`src/rtl/timer_pkg.sv`:
```
package timer_pkg;
  // ==========================================
  // host port map
  localparam int ADDR_W = 5;
  localparam int NUM_CH = 3;
  localparam logic [4:0] OFS_CNT0 = 5'h14;
  localparam logic [4:0] OFS_CNT1 = 5'h15;
  localparam logic [4:0] OFS_CNT2 = 5'h16;
  localparam logic [4:0] OFS_CTRL = 5'h17;
  localparam logic [7:0] READ_IDLE = 8'h00;
  // ==========================================
  // control byte fields
  localparam int SEL_LO = 6;
  localparam int AM_LO = 4;
  localparam int MODE_LO = 1;
  localparam int BCD_BIT = 0;
  localparam int RB_CNT_N = 5;
  localparam int RB_STA_N = 4;
  localparam int RB_PICK_LO = 1;
  localparam logic [1:0] SEL_READBACK = 2'h3;
  localparam logic [1:0] AM_LATCH = 2'h0;
  localparam logic [1:0] AM_LOW = 2'h1;
  localparam logic [1:0] AM_HIGH = 2'h2;
  localparam logic [1:0] AM_PAIR = 2'h3;
  localparam logic [2:0] MODE_SW_STROBE = 3'h4;
  localparam logic [2:0] MODE_HW_STROBE = 3'h5;
  localparam logic [3:0] BCD_NINE = 4'h9;
  localparam logic [15:0] ZERO_COUNT = 16'h0000;
  // ==========================================
  // state
  typedef struct packed {
    logic [15:0] cr;
    logic [15:0] ce;
    logic [15:0] ol;
    logic [7:0]  status;
    logic [1:0]  am;
    logic [2:0]  mode;
    logic        bcd;
    logic        out_low;
    logic        nul;
    logic        armed;
    logic        load_pend;
    logic        trig_pend;
    logic        have_count;
    logic        latched;
    logic        st_latched;
    logic        wtog;
    logic        rtog;
    logic        gate_prev;
  } chan_s;
  typedef struct packed {
    chan_s [NUM_CH-1:0] ch;
    logic [7:0]         rd_data;
    logic               tick_prev;
    logic               out1_prev;
  } state_s;
endpackage : timer_pkg

```
`src/rtl/triple_down_counter_timer.sv`:
```
module triple_down_counter_timer
  import timer_pkg::*;
(
  // clock and reset
  input  wire logic                         clk,
  input  wire logic                         resetn,
  // host byte port
  input  wire logic [timer_pkg::ADDR_W-1:0] addr,
  input  wire logic                         wr_en,
  input  wire logic                         rd_en,
  input  wire logic [7:0]                   wr_data,
  output logic      [7:0]                   rd_data,
  // counter pins
  input  wire logic                         tick_10mhz,
  input  wire logic [timer_pkg::NUM_CH-1:0] gate_in,
  output logic      [timer_pkg::NUM_CH-1:0] cnt_out
);
  import timer_pkg::*;

  // ==========================================
  // helpers
  function automatic logic [15:0] count_down(
    input logic [15:0] v,
    input logic        bcd
  );
    logic [15:0] r;
    logic        borrow;
    r = v - 16'h0001;
    borrow = 1'b1;
    if (bcd)
    begin
      for (int d = 0; d < 4; d++)
      begin
        r[d*4 +: 4] = v[d*4 +: 4];
        if (borrow)
        begin
          if (v[d*4 +: 4] == 4'h0)
            r[d*4 +: 4] = BCD_NINE;
          else
          begin
            r[d*4 +: 4] = v[d*4 +: 4] - 4'h1;
            borrow = 1'b0;
          end
        end
      end
    end
    return r;
  endfunction : count_down

  function automatic logic [ADDR_W-1:0] port_of(input int i);
    return OFS_CNT0 + ADDR_W'(i);
  endfunction : port_of

  // ==========================================
  // decode
  state_s s_reg;
  state_s s_next;
  logic              tick_rise;
  logic              ctl_wr;
  logic              rb_cmd;
  logic [NUM_CH-1:0] ch_tick;
  logic [NUM_CH-1:0] ctl_prog;
  logic [NUM_CH-1:0] latch_cmd;
  logic [NUM_CH-1:0] stat_cmd;
  logic [NUM_CH-1:0] port_wr;
  logic [NUM_CH-1:0] port_rd;

  assign tick_rise = tick_10mhz & ~s_reg.tick_prev;
  assign ctl_wr = wr_en && addr == OFS_CTRL;
  assign rb_cmd = ctl_wr
    && wr_data[SEL_LO +: 2] == SEL_READBACK;

  for (genvar i = 0; i < NUM_CH; i++)
  begin : g_dec
    // counter 2 steps on counter 1 output rising, counting counter 1's one-shot strobes
    if (i == 2)
    begin : g_casc
      assign ch_tick[i] = ~s_reg.ch[1].out_low & s_reg.out1_prev;
    end
    else
    begin : g_tick
      assign ch_tick[i] = tick_rise;
    end
    assign ctl_prog[i] = ctl_wr
      && wr_data[SEL_LO +: 2] == 2'(i)
      && wr_data[AM_LO +: 2] != AM_LATCH;
    assign latch_cmd[i] = (ctl_wr
      && wr_data[SEL_LO +: 2] == 2'(i)
      && wr_data[AM_LO +: 2] == AM_LATCH)
      || (rb_cmd && !wr_data[RB_CNT_N]
      && wr_data[RB_PICK_LO + i]);
    assign stat_cmd[i] = rb_cmd && !wr_data[RB_STA_N]
      && wr_data[RB_PICK_LO + i];
    assign port_wr[i] = wr_en && addr == port_of(i);
    assign port_rd[i] = rd_en && addr == port_of(i);
    assign cnt_out[i] = ~s_reg.ch[i].out_low;
  end

  assign rd_data = s_reg.rd_data;

  // ==========================================
  // next state
  always_comb
  begin
    logic [15:0] src;
    logic [15:0] dn;
    src = ZERO_COUNT;
    dn = ZERO_COUNT;
    s_next = s_reg;
    s_next.tick_prev = tick_10mhz;
    // keep counter 1's low flag, so the reset value matches its idle high
    s_next.out1_prev = s_reg.ch[1].out_low;
    if (rd_en)
      s_next.rd_data = READ_IDLE;
    for (int i = 0; i < NUM_CH; i++)
    begin
      // counting element, one step per input tick
      if (ch_tick[i])
      begin
        dn = count_down(s_reg.ch[i].ce, s_reg.ch[i].bcd);
        s_next.ch[i].out_low = 1'b0;
        if (s_reg.ch[i].mode == MODE_HW_STROBE
            && s_reg.ch[i].trig_pend && s_reg.ch[i].have_count)
        begin
          s_next.ch[i].ce = s_reg.ch[i].cr;
          s_next.ch[i].nul = 1'b0;
          s_next.ch[i].armed = 1'b1;
          s_next.ch[i].trig_pend = 1'b0;
        end
        else if (s_reg.ch[i].mode == MODE_SW_STROBE
                 && s_reg.ch[i].load_pend)
        begin
          s_next.ch[i].ce = s_reg.ch[i].cr;
          s_next.ch[i].nul = 1'b0;
          s_next.ch[i].armed = 1'b1;
          s_next.ch[i].load_pend = 1'b0;
        end
        else if (s_reg.ch[i].armed
                 && (s_reg.ch[i].mode == MODE_HW_STROBE
                     || gate_in[i]))
        begin
          s_next.ch[i].ce = dn;
          if (dn == ZERO_COUNT)
          begin
            // strobe once, then stay idle until reload
            s_next.ch[i].out_low = 1'b1;
            s_next.ch[i].armed = 1'b0;
          end
        end
      end
      // gate edge after the tick so a same-cycle trigger is kept
      s_next.ch[i].gate_prev = gate_in[i];
      if (gate_in[i] && !s_reg.ch[i].gate_prev
          && s_reg.ch[i].mode == MODE_HW_STROBE)
        s_next.ch[i].trig_pend = 1'b1;
      // control byte
      if (ctl_prog[i])
      begin
        s_next.ch[i].am = wr_data[AM_LO +: 2];
        s_next.ch[i].mode = wr_data[MODE_LO +: 3];
        s_next.ch[i].bcd = wr_data[BCD_BIT];
        s_next.ch[i].out_low = 1'b0;
        s_next.ch[i].armed = 1'b0;
        s_next.ch[i].load_pend = 1'b0;
        s_next.ch[i].trig_pend = 1'b0;
        s_next.ch[i].have_count = 1'b0;
        s_next.ch[i].nul = 1'b1;
        s_next.ch[i].latched = 1'b0;
        s_next.ch[i].st_latched = 1'b0;
        s_next.ch[i].wtog = 1'b0;
        s_next.ch[i].rtog = 1'b0;
      end
      if (latch_cmd[i] && !s_reg.ch[i].latched)
      begin
        s_next.ch[i].ol = s_reg.ch[i].ce;
        s_next.ch[i].latched = 1'b1;
      end
      if (stat_cmd[i] && !s_reg.ch[i].st_latched)
      begin
        s_next.ch[i].status = {~s_reg.ch[i].out_low,
          s_reg.ch[i].nul, s_reg.ch[i].am,
          s_reg.ch[i].mode, s_reg.ch[i].bcd};
        s_next.ch[i].st_latched = 1'b1;
      end
      // count write; a pair completes on the high byte
      if (port_wr[i])
      begin
        if (s_reg.ch[i].am == AM_HIGH
            || (s_reg.ch[i].am == AM_PAIR && s_reg.ch[i].wtog))
          s_next.ch[i].cr[15:8] = wr_data;
        else
          s_next.ch[i].cr[7:0] = wr_data;
        if (s_reg.ch[i].am == AM_PAIR)
          s_next.ch[i].wtog = ~s_reg.ch[i].wtog;
        if (s_reg.ch[i].am != AM_PAIR || s_reg.ch[i].wtog)
        begin
          s_next.ch[i].nul = 1'b1;
          s_next.ch[i].have_count = 1'b1;
          if (s_reg.ch[i].mode == MODE_SW_STROBE)
          begin
            s_next.ch[i].load_pend = 1'b1;
            s_next.ch[i].armed = 1'b0;
          end
        end
      end
      // count read: status first, then held or live count
      if (port_rd[i])
      begin
        src = s_reg.ch[i].latched ? s_reg.ch[i].ol
                                  : s_reg.ch[i].ce;
        if (s_reg.ch[i].st_latched)
        begin
          s_next.rd_data = s_reg.ch[i].status;
          s_next.ch[i].st_latched = 1'b0;
        end
        else if (s_reg.ch[i].am == AM_PAIR)
        begin
          s_next.rd_data = s_reg.ch[i].rtog ? src[15:8]
                                            : src[7:0];
          s_next.ch[i].rtog = ~s_reg.ch[i].rtog;
          if (s_reg.ch[i].rtog)
            s_next.ch[i].latched = 1'b0;
        end
        else
        begin
          s_next.rd_data = s_reg.ch[i].am == AM_HIGH ? src[15:8]
                                                     : src[7:0];
          s_next.ch[i].latched = 1'b0;
        end
      end
    end
  end

  always_ff @(posedge clk)
  begin
    if (!resetn)
      s_reg <= '0;
    else
      s_reg <= s_next;
  end

  for (genvar i = 0; i < NUM_CH; i++)
  begin : g_chk

  end
endmodule : triple_down_counter_timer

```
`config.mk`:
```
export PLATFORM = sky130hd
export DESIGN_NAME = triple_down_counter_timer
export DESIGN_NICKNAME = d
export VERILOG_FILES = /design/src/rtl/timer_pkg.sv /design/src/rtl/triple_down_counter_timer.sv
export SDC_FILE = /design/constraint.sdc
export NUM_CORES = 1
export LEC_CHECK = 0
export BUFFER_PORTS_ARGS = -buffer_cell sky130_fd_sc_hd__buf_4
export CAP_MARGIN = 30
export CORE_MARGIN = 2
export CORE_UTILIZATION = 30
export DETAILED_ROUTE_END_ITERATION = 10
export PLACE_DENSITY_LB_ADDON = 0.1
export RECOVER_POWER = 25
export SLEW_MARGIN = 40
export SYNTH_ARGS = -nofsm -noshare
export SYNTH_HDL_FRONTEND = slang
export SYNTH_SLANG_ARGS = --single-unit
```
`constraint.sdc`:
```
create_clock -name clk -period 3.4 [get_ports clk]
set_input_delay 0.34 -clock clk [delete_from_list [all_inputs] [get_ports clk]]
set_output_delay 0.34 -clock clk [all_outputs]
set_load 0.01 [all_outputs]
```
Word-level counts from Yosys, hierarchy flattened
Index checks and enable logic that the tools add are counted.
- memory bits (writable): 0
- ROM bits: 0
- latch bits: 0
- flip-flop bits (word level): 229
- logic and storage cells: 415
- output and inout bits: 11
- memories kept: 0
- input port bits: 21
- $mul: 0
- multiplexer cells: 184
- eq/ne operators: 22
- add/subtract/negate cells: 15
- bitwise operators: 16
- $lt $le $gt $ge: 0
- div/mod/pow operators: 0
- reduce and logical (&&, ||, !) cells: 118
- shift-type cells: 0
- operators by type and width (operator ; count):
    $mux W16 ; 18
    $mux W8 ; 16
    $mux W1 ; 108
    $mux W4 ; 24
    $logic_and A1 B1 Y1 ; 52
    $logic_not A16 Y1 ; 3
    $logic_not A4 Y1 ; 12
    $sub A16 B1 Y16 const B ; 3
    $sub A4 B1 Y4 const B ; 12
    $mux W9 ; 3
    $reduce_and A2 Y1 ; 12
    $eq A5 B5 Y1 const B ; 4
    $eq A3 B3 Y1 const B ; 6
    $mux W2 ; 9
    $mux W3 ; 6
    $eq A2 B2 Y1 const B ; 8
    $not A1 Y1 ; 14
    $reduce_bool A2 Y1 ; 7
    $logic_or A1 B1 Y1 ; 12
    $logic_not A1 Y1 ; 11
    $reduce_bool A3 Y1 ; 3
    $ne A2 B2 Y1 const B ; 3
    $reduce_or A2 Y1 ; 3
    $logic_not A2 Y1 ; 2
    3 further kinds ; 4

Longest topological paths before layout
- word-level depth: 26
- depth in mapped cells: 11
- gate-level depth less buffers: 9

Least setup slack after synthesis
No wires, ideal clock.
- path type: register to register
- start point: register s_reg[55] (netlist name)
- end point: register s_reg[18] (netlist name)
- period minus slack after synthesis: 2.598 ns
- stages on the path, launching flop included: 9
- path buffers: 1
- slack: 0.802 ns
- arrival: 2.467 ns
- cell sequence: dfxtp_1 > buf_6 > or4_4 > or4_4 > or4b_2 > o31ai_1 > o211a_1 > and3_1 > nor4_2
- word-level cells in the longest chain between the ends: 21
- elaborated cells between the ends (all ways): 26
- classes of those cells: 2 x add/sub; 22 x mux; 2 x reduce/logical
- ends and longest elaborated chain (what ; line ; RTL):
    from (decl) ; triple_down_counter_timer.sv:56 ; state_s s_reg;
    from (signal assigned) ; triple_down_counter_timer.sv:239 ; s_reg <= s_next;
    $logic_not A4 Y1 ; triple_down_counter_timer.sv:37 ; if (v[d*4 +: 4] == 4'h0)
    $mux W1 ; triple_down_counter_timer.sv:37 ;
    $mux W1 ; triple_down_counter_timer.sv:35 ; if (borrow)
    $mux W1 ; triple_down_counter_timer.sv:30 ; if (bcd)
    $mux W1 ; triple_down_counter_timer.sv:118 ; if (ch_tick[i])
    $mux W1 ; triple_down_counter_timer.sv:35 ;
    $mux W1 ; triple_down_counter_timer.sv:30 ;
    $mux W1 ; triple_down_counter_timer.sv:118 ;
    [... 5 more ...] ; n/a ;
    $mux W1 (*) ; triple_down_counter_timer.sv:138 ; else if (s_reg.ch[i].armed
    $mux W1 (*) ; triple_down_counter_timer.sv:130 ; else if (s_reg.ch[i].mode == MODE_SW_STROBE
    $mux W2 (*) ; triple_down_counter_timer.sv:122 ; if (s_reg.ch[i].mode == MODE_HW_STROBE
    $mux W4 (*) ; triple_down_counter_timer.sv:118 ;
    $mux W9 (*) ; triple_down_counter_timer.sv:157 ; if (ctl_prog[i])
    $mux W2 ; triple_down_counter_timer.sv:199 ; if (s_reg.ch[i].mode == MODE_SW_STROBE)
    $mux W3 ; triple_down_counter_timer.sv:195 ; if (s_reg.ch[i].am != AM_PAIR || s_reg.ch[i].wtog)
    $mux W3 (*) ; triple_down_counter_timer.sv:186 ; if (port_wr[i])
Mark *: on every way between the ends. The rest lies on a longest branch, timed or not. The select of a mux whose other input is x is not followed.
A chain may end at the register's enable or synchronous reset.

Worst setup path after layout
Same ends and word-level chain as after synthesis.

==> out/qor.yml <==
cp-end-kind: "flip-flop"
max_freq_ghz: 0.354
synth_seq_area_share: 0.381
min_period_ps: 2830
maxSlewViolCount: 23
maxCapViolations: 1
wl_per_cell_um: 20.6
cts_made_buffers: 28
r2r_start: "s_reg[55]"
synthArstFlopShare: 0
ios: 32
first_global_vias: 9972
seq_area_sq_mm: 0.00458
arrival_ps: 3250
yosysTopAreaCellShare: 0.381
path_max_fanout: 11
die_x_um: 204
path_clk_slew_ps: 60
port_buffers: 31
ys_warn_count: 0
cts_tree: "yes"
gr-total-overflow: 0
num_antenna_cells: 0
worst-r2r-setup-slack_ps: 570
syn-cell-area_sq_mm: 0.0120
period_share: 0.831
core_region_area_sq_mm: 0.0396
fin_cells: 1947
timing.hold.ws_ps: 21.6
power.density_mw_per_mm2: 434
holdPathStages: 2
clock_latency_ps: 560
syn-num-nets: 1458
hpwl_um: 27900
synth-edff-count: 0
p_leak_uw: 0.00504
drtAntennaViolNets: 0
r2r_end: "s_reg[18]"
synthTopCellsByArea: "dfxtp_1 (38%), mux2i_1 (12%), nor2_1 (7.9%)"
dr.pass1.iters: 5
peakVddDrop_mv: 0.419
route.vias.total: 10400
min_path_type: "in -> reg"
setup_tns_ps: 0
drive_gt1_frac: 0.112
cts-htree-levels: 1
worstPathRequired_ps: 3820
cts_buffer_depth: 3
final_common_cell: "nor2_1"
multiInputGateArea_sq_mm: 0.00680
min_from: "gate_in[0]"
yosys_register_bits: 229
hold_end: "s_reg[10]"
grt_max_degree: 89
yosys_most_used_dff: "dfxtp_1"
reg2reg_depth: 7
grt_pass1_wl_um: 62500
cts_sinks: 229
finalHoldViolations: 0
netlist_instances: 1431
layout_common_cells: "nor2_1 (252), dfxtp_1 (229), mux2i_1 (145)"
rsz0062_at_grt: "no"
outcome: "finished, violations left"
via_per_inst: 5.36
skew_ps: 13.3
cp-start-kind: "flip-flop"
placed_cells: 1897
die_y_um: 204
drc: 0
first_iter_violations: 660
final_util: 0.342
syn_avg_cell_area_sq_um: 8.40
tightest_slew_ps: 1610
path_class: "reg -> reg"
yosys.area.top_type: "dfxtp_1"
antenna_found_initial: 0
setup_viol: 0
dieArea_sq_mm: 0.0417
fin_nets: 1431
largest_reg_flops: 220
ctsResizeCount: 0
rows: 73
globalplace.congestion: 0.895
synth_cell_types: 77
violations: "max-capacitance violations, max-slew violations"
grt.total_usage: 0.193
drt_wl_total_um: 40100
max_slew_margin: -0.0748
initial_core_util: 0.303
num-fill-cells: 4217
area_growth_pct: 12.7
root_buffer: "clkbuf_16"
[report_power, final]
part | internal (uW) | total (uW) | switching, uW
Combinational | 39.9 | 172 | 132
Sequential | 2690 | 2700 | 5.28
Clock | 1820 | 3010 | 1190
Total | 4560 | 5880 | 1320
[cell families after synthesis]
kind of cell | synth area share
AND/OR/NAND/NOR | 0.223
AO/OA/AOI/OAI | 0.151
flip-flops | 0.381
multiplexers | 0.173
buffers and inverters | 0.0559
XOR/XNOR | 0.0102
adder cells (fa/ha/maj) | 0.00624
[per-stage QoR]
| stage | instance area, sq um | worst slack (ps) | power, uW |
|---|---|---|---|
| 3_5_place_dp | 12700 | 557 | 2940 |
| 6_report | 13500 | 574 | 5880 |
| 5_1_grt | 13500 | 297 | 6090 |
| 2_1_floorplan | 12000 | 802 | 2850 |
| 4_1_cts | 13600 | 538 | 5980 |
| 3_3_place_gp | 12700 | 605 | 2940 |
[how the worst max path moves through the flow]
stage / startpoint / endpoint / slack, ps / cells after the start
floorplan: s_reg[55] / s_reg[18] / 800 / 8
CTS: s_reg[51] / s_reg[18] / 540 / 9
detailed placement: s_reg[51] / s_reg[18] / 560 / 9
finish: s_reg[55] / s_reg[18] / 570 / 7
global placement: s_reg[55] / s_reg[18] / 600 / 7
global route: resetn / s_reg[200] / 300 / 4
[worst max-delay path: stages, from the launching register on]
cell     delay (ps)
dfxtp_1         390
or4_4           600
or4_4           520
or4b_2          660
o31ai_1          90
o211a_1         220
and3_1          170
nor4_2           50
[Yosys cell counts (all sizes together) (8+ instances only)]
cell,instances
dfxtp,229
nand3,26
nor4,19
and3,8
mux2i,145
o211ai,18
nor2,253
inv,25
a31oi,15
o22ai,11
nand2,109
a21oi,97
nor3,36
nand4,18
a211oi,27
nor3b,11
clkbuf,103
and2,14
or3,11
or4,10
mux4,24
xnor2,8
o21ai,66
buf,23
[layer usage]
metal,global-route usage,routed length [um],vias up
met3,0.0242,1340,57
li1,-,-,5079
met5,0,0,-
met2,0.312,18500,198
met1,0.270,19200,5094
met4,0.0515,1090,0
[timing repair]
| item | 4_1_cts | 5_1_grt |
|---|---|---|
| setup buffers | 0 | 0 |
| hold buffers | 2 | 0 |
| endpoints found under the hold margin | 2 | 0 |
[final cells by class]
type | instances | area share
Clock buffer | 40 | 0.0610
Timing Repair Buffer | 69 | 0.0354
Inverter | 26 | 0.00757
Tap cell | 525 | 0.0485
Multi-Input combinational cell | 1050 | 0.502
Sequential cell | 229 | 0.338
Clock inverter | 8 | 0.00702
Power figures use the tool's default switching activity.
